--- src/design/qdsc_consts.vh ---
// register map, field positions, reset values and timing counts of the converter block
// Operation
// - status bits 7..4 report channel power-up
// - overcurrent without current limit clears power flag
// - status bits 3..0 report overcurrent alerts
// - mirrored flags read-only, reset to zero
// - update every (preload+1) times 10 us
// - time base from 40 MHz clock
// - set clear bit holds converter clear asserted
// - clear forces outputs to selected clear value
// - clear bits 31..8 reserved, written zero
// - mirror refreshed only on request or auto
// - timer modes trigger transfer and update
`ifndef QDSC_CONSTS_VH
`define QDSC_CONSTS_VH

`define QDSC_NCONV          8
`define QDSC_OFS_STATUS     8'h40
`define QDSC_OFS_PRELOAD    8'h60
`define QDSC_OFS_CLEAR      8'h80
`define QDSC_OFS_IRQ_STAT   8'h90
`define QDSC_OFS_IRQ_MASK   8'h94
`define QDSC_OFS_CONFIG     8'hA0

`define QDSC_STAT_PU_HI     7
`define QDSC_STAT_PU_LO     4
`define QDSC_STAT_OC_HI     3
`define QDSC_STAT_OC_LO     0

`define QDSC_CFG_MODE_HI    1
`define QDSC_CFG_MODE_LO    0
`define QDSC_CFG_AUTO       2
`define QDSC_CFG_CLEN       3
`define QDSC_CFG_CLSEL      4
`define QDSC_CFG_RUN        5
`define QDSC_CFG_RDREQ      6
`define QDSC_CFG_W          6

`define QDSC_MODE_FIFO      2'h2
`define QDSC_MODE_TIMER     2'h3

`define QDSC_RST_PRELOAD    32'h00000000
`define QDSC_RST_CLEAR      8'h00
`define QDSC_RST_STATUS     8'h00

`define QDSC_CLK_HZ         40000000
`define QDSC_TICK_NS        10000
`define QDSC_TICK_CYC       ((`QDSC_CLK_HZ / 1000000) * `QDSC_TICK_NS / 1000)

`endif

--- src/design/qdsc_conv_timer.v ---
// per-converter sequencer down-counter producing update strobes
`timescale 1ns/1ps
module qdsc_conv_timer #(
  parameter W = 32
) (
  input  wire         clk_sys,
  input  wire         sys_rst,
  input  wire         tick,
  input  wire         run,
  input  wire [W-1:0] preload,
  output reg          update_q
);
  reg [W-1:0] cnt_q;
  reg         run_q;

  // counter restarts from the preload whenever the sequencer is (re)started
  always @(posedge clk_sys or posedge sys_rst) begin
    if (sys_rst) begin
      cnt_q    <= {W{1'b0}};
      run_q    <= 1'b0;
      update_q <= 1'b0;
    end else begin
      run_q    <= run;
      update_q <= 1'b0;
      if (run && !run_q) begin
        cnt_q <= preload;
      end else if (run && tick) begin
        if (cnt_q == {W{1'b0}}) begin
          update_q <= 1'b1;
          cnt_q    <= preload;
        end else begin
          cnt_q <= cnt_q - {{(W-1){1'b0}}, 1'b1};
        end
      end
    end
  end
endmodule // qdsc_conv_timer

--- src/design/qdsc_top.v ---
// converter status mirror, sequencer timers, clear control and APB slave
//
// Chosen here: register access over APB.
`timescale 1ns/1ps
`include "qdsc_consts.vh"
module qdsc_top #(
  parameter NCONV  = `QDSC_NCONV,
  parameter TMR_W  = 32,
  parameter TICK_N = `QDSC_TICK_CYC
) (
  input  wire               clk_sys,
  input  wire               sys_rst,
  input  wire               psel,
  input  wire               penable,
  input  wire               pwrite,
  input  wire [11:0]        paddr,
  input  wire [31:0]        pwdata,
  output wire               pready,
  output reg  [31:0]        prdata,
  output reg                pslverr,
  output reg  [NCONV-1:0]   stat_rd_req,
  input  wire [NCONV-1:0]   stat_rd_done,
  input  wire [8*NCONV-1:0] stat_rd_data,
  output wire [NCONV-1:0]   conv_update,
  output reg  [NCONV-1:0]   clear_conv,
  output wire [NCONV-1:0]   clear_value_select,
  output wire [NCONV-1:0]   current_limit_enable,
  output wire               irq
);
  // the divider is nine bits wide, so the terminal count is cut to that width on purpose
  localparam integer TICK_M1   = TICK_N - 1;
  localparam [8:0]   TICK_LAST = TICK_M1[8:0];

  reg  [8:0]           div_q;
  reg                  tick_q;
  reg  [7:0]           status_q  [0:NCONV-1];
  reg  [TMR_W-1:0]     preload_q [0:NCONV-1];
  reg  [`QDSC_CFG_W-1:0] cfg_q   [0:NCONV-1];
  reg  [NCONV-1:0]     pend_q;
  reg  [2*NCONV-1:0]   irq_stat_q;
  reg  [2*NCONV-1:0]   irq_mask_q;
  wire                 setup;
  wire                 wr_acc;
  wire [7:0]           ofs;
  wire [2:0]           sel;
  wire [NCONV-1:0]     run;
  wire [NCONV-1:0]     upd;
  wire [NCONV-1:0]     oc_rise;
  reg  [31:0]          rd_d;
  reg                  err_d;
  integer              i;
  integer              j;

  assign setup  = psel && !penable;
  assign wr_acc = psel && penable && pwrite;
  assign pready = 1'b1;
  assign ofs    = paddr[7:0];
  assign sel    = paddr[4:2];

  // 40 MHz / 400 gives the 10 us sequencer tick
  always @(posedge clk_sys or posedge sys_rst) begin
    if (sys_rst) begin
      div_q  <= 9'h000;
      tick_q <= 1'b0;
    end else if (div_q == TICK_LAST) begin
      div_q  <= 9'h000;
      tick_q <= 1'b1;
    end else begin
      div_q  <= div_q + 9'h001;
      tick_q <= 1'b0;
    end
  end

  genvar g;
  generate
    for (g = 0; g < NCONV; g = g + 1) begin : conv
      // only the fifo-fed and timer-fed modes let the sequencer pace updates
      assign run[g] = cfg_q[g][`QDSC_CFG_RUN] &&
                      (cfg_q[g][`QDSC_CFG_MODE_HI:`QDSC_CFG_MODE_LO] == `QDSC_MODE_FIFO ||
                       cfg_q[g][`QDSC_CFG_MODE_HI:`QDSC_CFG_MODE_LO] == `QDSC_MODE_TIMER);
      assign clear_value_select[g]   = cfg_q[g][`QDSC_CFG_CLSEL];
      assign current_limit_enable[g] = cfg_q[g][`QDSC_CFG_CLEN];
      assign oc_rise[g] = stat_rd_done[g] && (pend_q[g] || cfg_q[g][`QDSC_CFG_AUTO]) &&
                          (|(stat_rd_data[8*g+`QDSC_STAT_OC_HI:8*g+`QDSC_STAT_OC_LO] &
                             ~status_q[g][`QDSC_STAT_OC_HI:`QDSC_STAT_OC_LO]));
      qdsc_conv_timer #(
        .W (TMR_W)
      ) u_tmr (
        .clk_sys  (clk_sys),
        .sys_rst  (sys_rst),
        .tick     (tick_q),
        .run      (run[g]),
        .preload  (preload_q[g]),
        .update_q (upd[g])
      );
    end
  endgenerate

  assign conv_update = upd;

  // status mirror, refreshed only by a requested or automatic status read
  always @(posedge clk_sys or posedge sys_rst) begin
    if (sys_rst) begin
      for (i = 0; i < NCONV; i = i + 1) begin
        status_q[i] <= `QDSC_RST_STATUS;
      end
      pend_q      <= {NCONV{1'b0}};
      stat_rd_req <= {NCONV{1'b0}};
    end else begin
      stat_rd_req <= {NCONV{1'b0}};
      for (i = 0; i < NCONV; i = i + 1) begin
        if (stat_rd_done[i] && (pend_q[i] || cfg_q[i][`QDSC_CFG_AUTO])) begin
          status_q[i][`QDSC_STAT_OC_HI:`QDSC_STAT_OC_LO] <=
            stat_rd_data[8*i+`QDSC_STAT_OC_HI -: 4];
          // a channel with no current limit shuts down on overcurrent
          status_q[i][`QDSC_STAT_PU_HI:`QDSC_STAT_PU_LO] <=
            stat_rd_data[8*i+`QDSC_STAT_PU_HI -: 4] &
            ~(stat_rd_data[8*i+`QDSC_STAT_OC_HI -: 4] &
              {4{~cfg_q[i][`QDSC_CFG_CLEN]}});
        end
        // a new request wins over a completion arriving in the same cycle
        if (wr_acc && ofs == (`QDSC_OFS_CONFIG + {3'h0, i[2:0], 2'h0}) &&
            pwdata[`QDSC_CFG_RDREQ]) begin
          pend_q[i]      <= 1'b1;
          stat_rd_req[i] <= 1'b1;
        end else if (stat_rd_done[i]) begin
          pend_q[i] <= 1'b0;
        end
      end
    end
  end

  // software-written registers; the status mirror has no write path
  always @(posedge clk_sys or posedge sys_rst) begin
    if (sys_rst) begin
      for (j = 0; j < NCONV; j = j + 1) begin
        preload_q[j] <= `QDSC_RST_PRELOAD;
        cfg_q[j]     <= {`QDSC_CFG_W{1'b0}};
      end
      clear_conv <= `QDSC_RST_CLEAR;
      irq_mask_q <= {2*NCONV{1'b0}};
    end else if (wr_acc) begin
      if (ofs[7:5] == `QDSC_OFS_PRELOAD >> 5) begin
        preload_q[sel] <= pwdata[TMR_W-1:0];
      end
      if (ofs[7:5] == `QDSC_OFS_CONFIG >> 5) begin
        cfg_q[sel] <= pwdata[`QDSC_CFG_W-1:0];
      end
      if (ofs == `QDSC_OFS_CLEAR) begin
        clear_conv <= pwdata[NCONV-1:0];
      end
      if (ofs == `QDSC_OFS_IRQ_MASK) begin
        irq_mask_q <= pwdata[2*NCONV-1:0];
      end
    end
  end

  // sticky events: low byte overcurrent seen, high byte update done
  always @(posedge clk_sys or posedge sys_rst) begin
    if (sys_rst) begin
      irq_stat_q <= {2*NCONV{1'b0}};
    end else begin
      irq_stat_q <= (irq_stat_q &
                     ~((wr_acc && ofs == `QDSC_OFS_IRQ_STAT) ? pwdata[2*NCONV-1:0]
                                                             : {2*NCONV{1'b0}}))
                    | {upd, oc_rise};
    end
  end

  assign irq = |(irq_stat_q & irq_mask_q);

  always @* begin
    rd_d  = 32'h00000000;
    err_d = 1'b0;
    case (ofs[7:5])
      3'h2: rd_d[7:0] = status_q[sel];
      3'h3: rd_d[TMR_W-1:0] = preload_q[sel];
      3'h5: rd_d[`QDSC_CFG_W-1:0] = cfg_q[sel];
      3'h4: begin
        if (ofs == `QDSC_OFS_CLEAR) begin
          rd_d[NCONV-1:0] = clear_conv;
        end else if (ofs == `QDSC_OFS_IRQ_STAT) begin
          rd_d[2*NCONV-1:0] = irq_stat_q;
        end else if (ofs == `QDSC_OFS_IRQ_MASK) begin
          rd_d[2*NCONV-1:0] = irq_mask_q;
        end else begin
          err_d = 1'b1;
        end
      end
      default: err_d = 1'b1;
    endcase
    if (paddr[11:8] != 4'h0 || paddr[1:0] != 2'h0) begin
      err_d = 1'b1;
    end
  end

  // read data and error are captured in the setup cycle so they leave flip-flops
  always @(posedge clk_sys or posedge sys_rst) begin
    if (sys_rst) begin
      prdata  <= 32'h00000000;
      pslverr <= 1'b0;
    end else if (setup) begin
      prdata  <= pwrite ? 32'h00000000 : rd_d;
      pslverr <= err_d;
    end
  end
endmodule // qdsc_top

--- config.mk ---
export PLATFORM = sky130hd
export DESIGN_NAME = qdsc_top
export DESIGN_NICKNAME = d
export VERILOG_FILES = /design/src/design/qdsc_conv_timer.v /design/src/design/qdsc_top.v
export VERILOG_INCLUDE_DIRS = /design/src /design/src/design
export SDC_FILE = /design/constraint.sdc
export NUM_CORES = 2
export LEC_CHECK = 0
export ABC_AREA = 0
export BUFFER_PORTS_ARGS = -buffer_cell sky130_fd_sc_hd__buf_2
export CAP_MARGIN = 20
export CORE_ASPECT_RATIO = 1.75
export CORE_MARGIN = 1.5
export CORE_UTILIZATION = 62
export CTS_BUF_LIST = sky130_fd_sc_hd__clkbuf_8
export DETAILED_ROUTE_END_ITERATION = 10
export PLACE_DENSITY = 0.81
export SLEW_MARGIN = 20
export SYNTH_ARGS = -nofsm -noshare
export SYNTH_HDL_FRONTEND = slang
export SYNTH_SLANG_ARGS = --single-unit
--- constraint.sdc ---
create_clock -name clk_sys -period 61.6 [get_ports clk_sys]
set_input_delay 9.24 -clock clk_sys [delete_from_list [all_inputs] [get_ports clk_sys]]
set_output_delay 9.24 -clock clk_sys [all_outputs]
set_load 0.01 [all_outputs]
# Yosys cells after proc, flatten, opt, wreduce, memory -nomap -nowiden

Cells that the tools add are included.

Register bits after elaboration: 739
Output and inout port bits: 75
Logic and storage cells: 391
Input bits: 121

Equality and inequality tests: 32
$add $sub $neg: 9
Order comparisons: 2
Muxes and demuxes: 104
Reductions and logical operators: 127
Bitwise gates (word level): 53

Operators with widths:

| operator              | number |
|---|---|
| $mux 32               | 28 |
| $bwmux 256            | 1 |
| $logic_not 32->1      | 8 |
| $sub 32x1->32 const B | 8 |
| $and 4x4->4           | 24 |
| $bmux 32 s3           | 1 |
| $demux 32 s3          | 1 |
| $eq 8x8->1 const B    | 11 |
| $mux 16               | 4 |
| $not 4->4             | 16 |
| $logic_and 1x1->1     | 61 |
| $mux 1                | 53 |
| $bwmux 48             | 1 |
| $reduce_bool 2->1     | 17 |
| $and 16x16->16        | 2 |
| $eq 2x2->1 const B    | 16 |
| $mux 8                | 4 |
| $reduce_or 4->1       | 8 |
| $bmux 8 s3            | 1 |
| $pmux 6 s4            | 1 |
| $bmux 6 s3            | 1 |
| $demux 6 s3           | 1 |
| $mux 6                | 3 |
| $logic_or 1x1->1      | 17 |
| other kinds (19)      | 39 |

# Logic depth before layout (Yosys ltp)

Depth in word-level cells: 7
Mapped depth: 12
Mapped depth without buffers: 8

# Cells and area by module

A second synthesis with hierarchy kept.

Cell total of the unflattened synthesis: 3831
Area, all modules: 40216.1 um^2

By module, submodules not included:

| module                               | instances | sequential area each (um^2) | area each (um^2) | cells an instance |
|---|---|---|---|---|
| qdsc_top                             | 1         | 11686.2                     | 21384.3          | 1622 |
| qdsc_conv_timer at conv[0].u_tmr ... | 5         | 850.8                       | 2342.2           | 275 |
| qdsc_conv_timer at conv[5].u_tmr ... | 3         | 850.8                       | 2373.5           | 278 |

# Least setup slack after synthesis

Ideal clock, no wire load.

Kind: input to register
Start: input port paddr[2]
End: register prdata[16]
Stages on the path: 7
Data required time: 61.467 ns
Path slack: 49.949 ns
Data arrival time: 11.518 ns
Library setup time: 0.133 ns
Path buffers: 4
Cell sequence: clkbuf_1 > buf_2 > clkbuf_1 > buf_1 > mux4_2 > mux2i_1 > o21ai_0

Cells in the longest elaborated chain, start to end: 6

RTL lines:

| item                                        | RTL line       | RTL |
|---|---|---|
| from (decl)                                 | qdsc_top.v:16  | `input wire [11:0] paddr,` |
| $not 3->4 (implied by the code)             | qdsc_top.v:177 | `3'h3: rd_d[TMR_W-1:0] = preload_q[sel];` |
| $bmux 32 s3                                 | qdsc_top.v:177 |  |
| $mux 32 (implied by the code) (2 in series) | qdsc_top.v:177 |  |
| $mux 16                                     | qdsc_top.v:175 | `case (ofs[7:5])` |
| $mux 32                                     | qdsc_top.v:203 | `prdata <= pwrite ? 32'h00000000 : rd_d;` |
| to (signal assigned)                        | qdsc_top.v:203 |  |
| to (decl)                                   | qdsc_top.v:19  | `output reg [31:0] prdata,` |

No other way between the ends. The select of a mux whose other input is x is not followed.
A chain may end at the register's enable or synchronous reset.

# Final worst setup path

Start: input port paddr[2]
End: register prdata[12]

Cells in the longest elaborated chain, start to end: 6
Elaborated cells between the ends (all ways): 12
Classes of those cells: eq/ne: 3; mux: 8; bitwise: 1

RTL lines:

| item                                              | RTL line |
|---|---|
| $eq 8x8->1 (no line) or $not 3->4 (tied branches) | - |
| $mux 16 or $bmux 32 s3 (tied branches)            | qdsc_top.v:184, qdsc_top.v:177 |
| $mux 16 or $mux 32 (tied branches)                | qdsc_top.v:182, qdsc_top.v:177 |
| $mux 8 or $mux 32 (tied branches)                 | qdsc_top.v:180, qdsc_top.v:177 |
| $pmux 8 s2 *                                      | qdsc_top.v:175 |
| $mux 32 *                                         | qdsc_top.v:203 |

Mark *: on every way between the ends. The rest lies on a longest branch, timed or not. The select of a mux whose other input is x is not followed.

==> impl_results.md <==
- Outcome: completed
- FP Rows: 120
- Max Fclk: 84.6 MHz
- Setup crit end kind: flop
- Die span in x: 192 um
- Clock sinks: 739
- GRT Util Overall: 41.3%
- Area of the die: 63800 um2
- GPL Wtd Cong: 1.03
- Drt pass-1 iters: 6
- Mapped Cells: 3722
- Hold Startpoint: div_q[0]
- Worst Setup SP: paddr[2]
- Post-synth top area share: 48.0%
- Syn nets: 3860
- Largest net degree at the start of global routing: 141
- Post-DP HPWL: 92800 um
- Most common library cells after synthesis: 739 x dfrtp_1, 334 x mux2_2, 318 x nand2_1, 302 x o21ai_0, 204 x a21oi_1
- # hold bufs at CTS: 0
- PortBufs: 194
- Pleak: 20.2 nW
- Synthesized area per cell: 10.4 um2
- FFs w/ async S/R, synth: 100%
- Post-CTS Resized: 0
- Mapped Area: 38600 um2
- I/O pins: 196
- Yosys warning total: 0
- Post-Place Setup Slack: 48810 ps
- Fin. max-slew vios: 0
- Global-route wire length before repair: 196000 um
- Dominant cell type by area after synthesis: dfrtp_1
- R2r endpoint: conv[2].u_tmr.cnt_q[13]
- Hold slack final: 452 ps
- Hold Vio Cnt, Final: 0
- Reg-to-reg slack, setup: 57450 ps
- Max-slew headroom: 22.7%
- WL final: 130000 um
- Slew @ Worst Pin: 1160 ps
- Clock latency on the worst-skew pair: 810 ps
- Final worst slack: 49780 ps
- Placed cell count: 4506
- Post-synthesis sequential area ratio: 48.0%
- WP data required: 62250 ps
- Final setup viols: 0
- Worst EP arrival: 12470 ps
- CTS Buffer Depth: 3
- Hold worst-path end: div_q[0]
- Total grt overflow: 0
- Number of library cell types mapped by synthesis: 82
- Clk pin slew, worst setup/hold paths: 70 ps
- Die H: 333 um
- Setup bufs post-CTS: 0
- Pwr Density: 36.9 nW/um2
- Final Cycle Share: 19.2%
- Initial antenna violation count: 10
- Setup TNS Final: 0 ps
- Core footprint: 61400 um2
- Drt wl/cell: 27.6 um
- Max-capacitance violation count: 0
- Worst setup SP type: input pin
- Peak VDD IR: 0.0000297 V
- Final Net Count: 3959
- Reg2Reg Depth: 6
- Fin cells: 4696
- Min Tclk post-route: 11820 ps
- Primary FF master, synth: dfrtp_1
- H-tree depth: 3
- Routed vias/inst: 7.07
- TritonCTS Buffers: 106
- Layout area overhead: 9.71%
- Clk_skew: 67.4 ps
- Vias in the first global route: 32.4k
- DR vias: 33.2k
- Crit Path Category: input pin to flop
- RSZ-0062 raised after global routing: false
- FF-to-FF Start: conv[2].u_tmr.cnt_q[24]
- Hold Path Depth: 1
- Worst Path Max Fanout: 55
- Register bit count reported by yosys: 739
- Share of cells above drive strength 1: 23.5%
- CTS tree: done
- Top post-synthesis cells by area: dfrtp_1 48%, mux2_2 9.8%, mux4_2 5.4%
- EDFF count, synth: 0
- Initial core utilization: 62.8%
- Most common cell in the synthesized netlist: dfrtp_1
- Initial DRC Count: 3453
- Clock root buffer: clkbuf_8
- Hold/Removal Path Class: flop to flop
- Post-route ant nets: 0
- Residual DRC: 0
how the worst max path moves through the flow:
stage / endpoint / cells past startpoint
finish: prdata[12] / 7
CTS: cfg_q[23] / 5
floorplan: cfg_q[0] / 1
global route: cfg_q[11] / 5
detailed placement: current_limit_enable[5] / 5
global placement: current_limit_enable[5] / 5
critical path, cell delays in order:
cell	delay, ps
buf_6	340
buf_4	770
buf_4	660
mux4_2	610
mux2_2	290
a222oi_1	350
o21ai_0	160
state kept, by name (all words and copies together) (netlist names), 9 cells and up:
| name | flops |
|---|---|
| prdata | 32 |
| irq_stat_q | 16 |
| status_q | 64 |
| div_q | 9 |
| irq_mask_q | 16 |
| cfg_q | 32 |
| conv.u_tmr.cnt_q | 256 |
| preload_q | 256 |
kinds of logic (layout without fill, tap and decap cells):
logic type,after synthesis,in the layout,share of synthesized area [%]
buf+inv,389,567,4.23
xor+xnor,7,7,0.159
simple gates,1135,1135,14.8
mux,479,479,16.5
compound gates,955,955,15.8
flops,739,739,48.0
other cells,1,4,0.00972
fa+ha+maj,17,17,0.552
per-stage QoR:
step,total power [W],area (um2),utilization [%]
2_1_floorplan,0.000978,38600,-
3_3_place_gp,0.00111,40000,65.1
3_5_place_dp,0.00112,40000,65.1
4_1_cts,0.00154,42300,68.9
5_1_grt,0.00163,42300,68.9
6_report,0.00156,42300,68.9
metal layers:
metal | vias up | GRT usage (%) | part of all wire, %
li1 | 14209 | - | -
met1 | 16543 | 47.0 | 34
met2 | 1894 | 65.5 | 47
met3 | 539 | 9.30 | 9.1
met4 | 12 | 34.8 | 10
met5 | - | 0 | 0.083
layout make-up:
class	instances	area (um2)
timing repair buffer	258	1470
inverter	122	465
multi-input combinational	2594	18600
antenna	3	7.51
fill	4582	19100
clock buffer	140	1930
clock inverter	47	383
sequential	739	18500
tap	793	992
cells in the final DEF, fill, tap and decap left out, drive strengths merged, types with 53 or more instances in the layout:
cell	n
mux4	92
nor3	123
clkbuf	140
inv	146
o21ai	317
buf	258
mux2i	53
a21oi	205
nand4	69
nor2	178
nand3	148
nand2	318
dfrtp	739
nor4	85
mux2	334
power by group:
| group | internal, W | switching, W |
|---|---|---|
| registers | 0.000521 | 0.0000437 |
| clock network | 0.000228 | 0.000200 |
| logic | 0.000179 | 0.000388 |
Note: power is estimated with default switching activity, not from simulation.
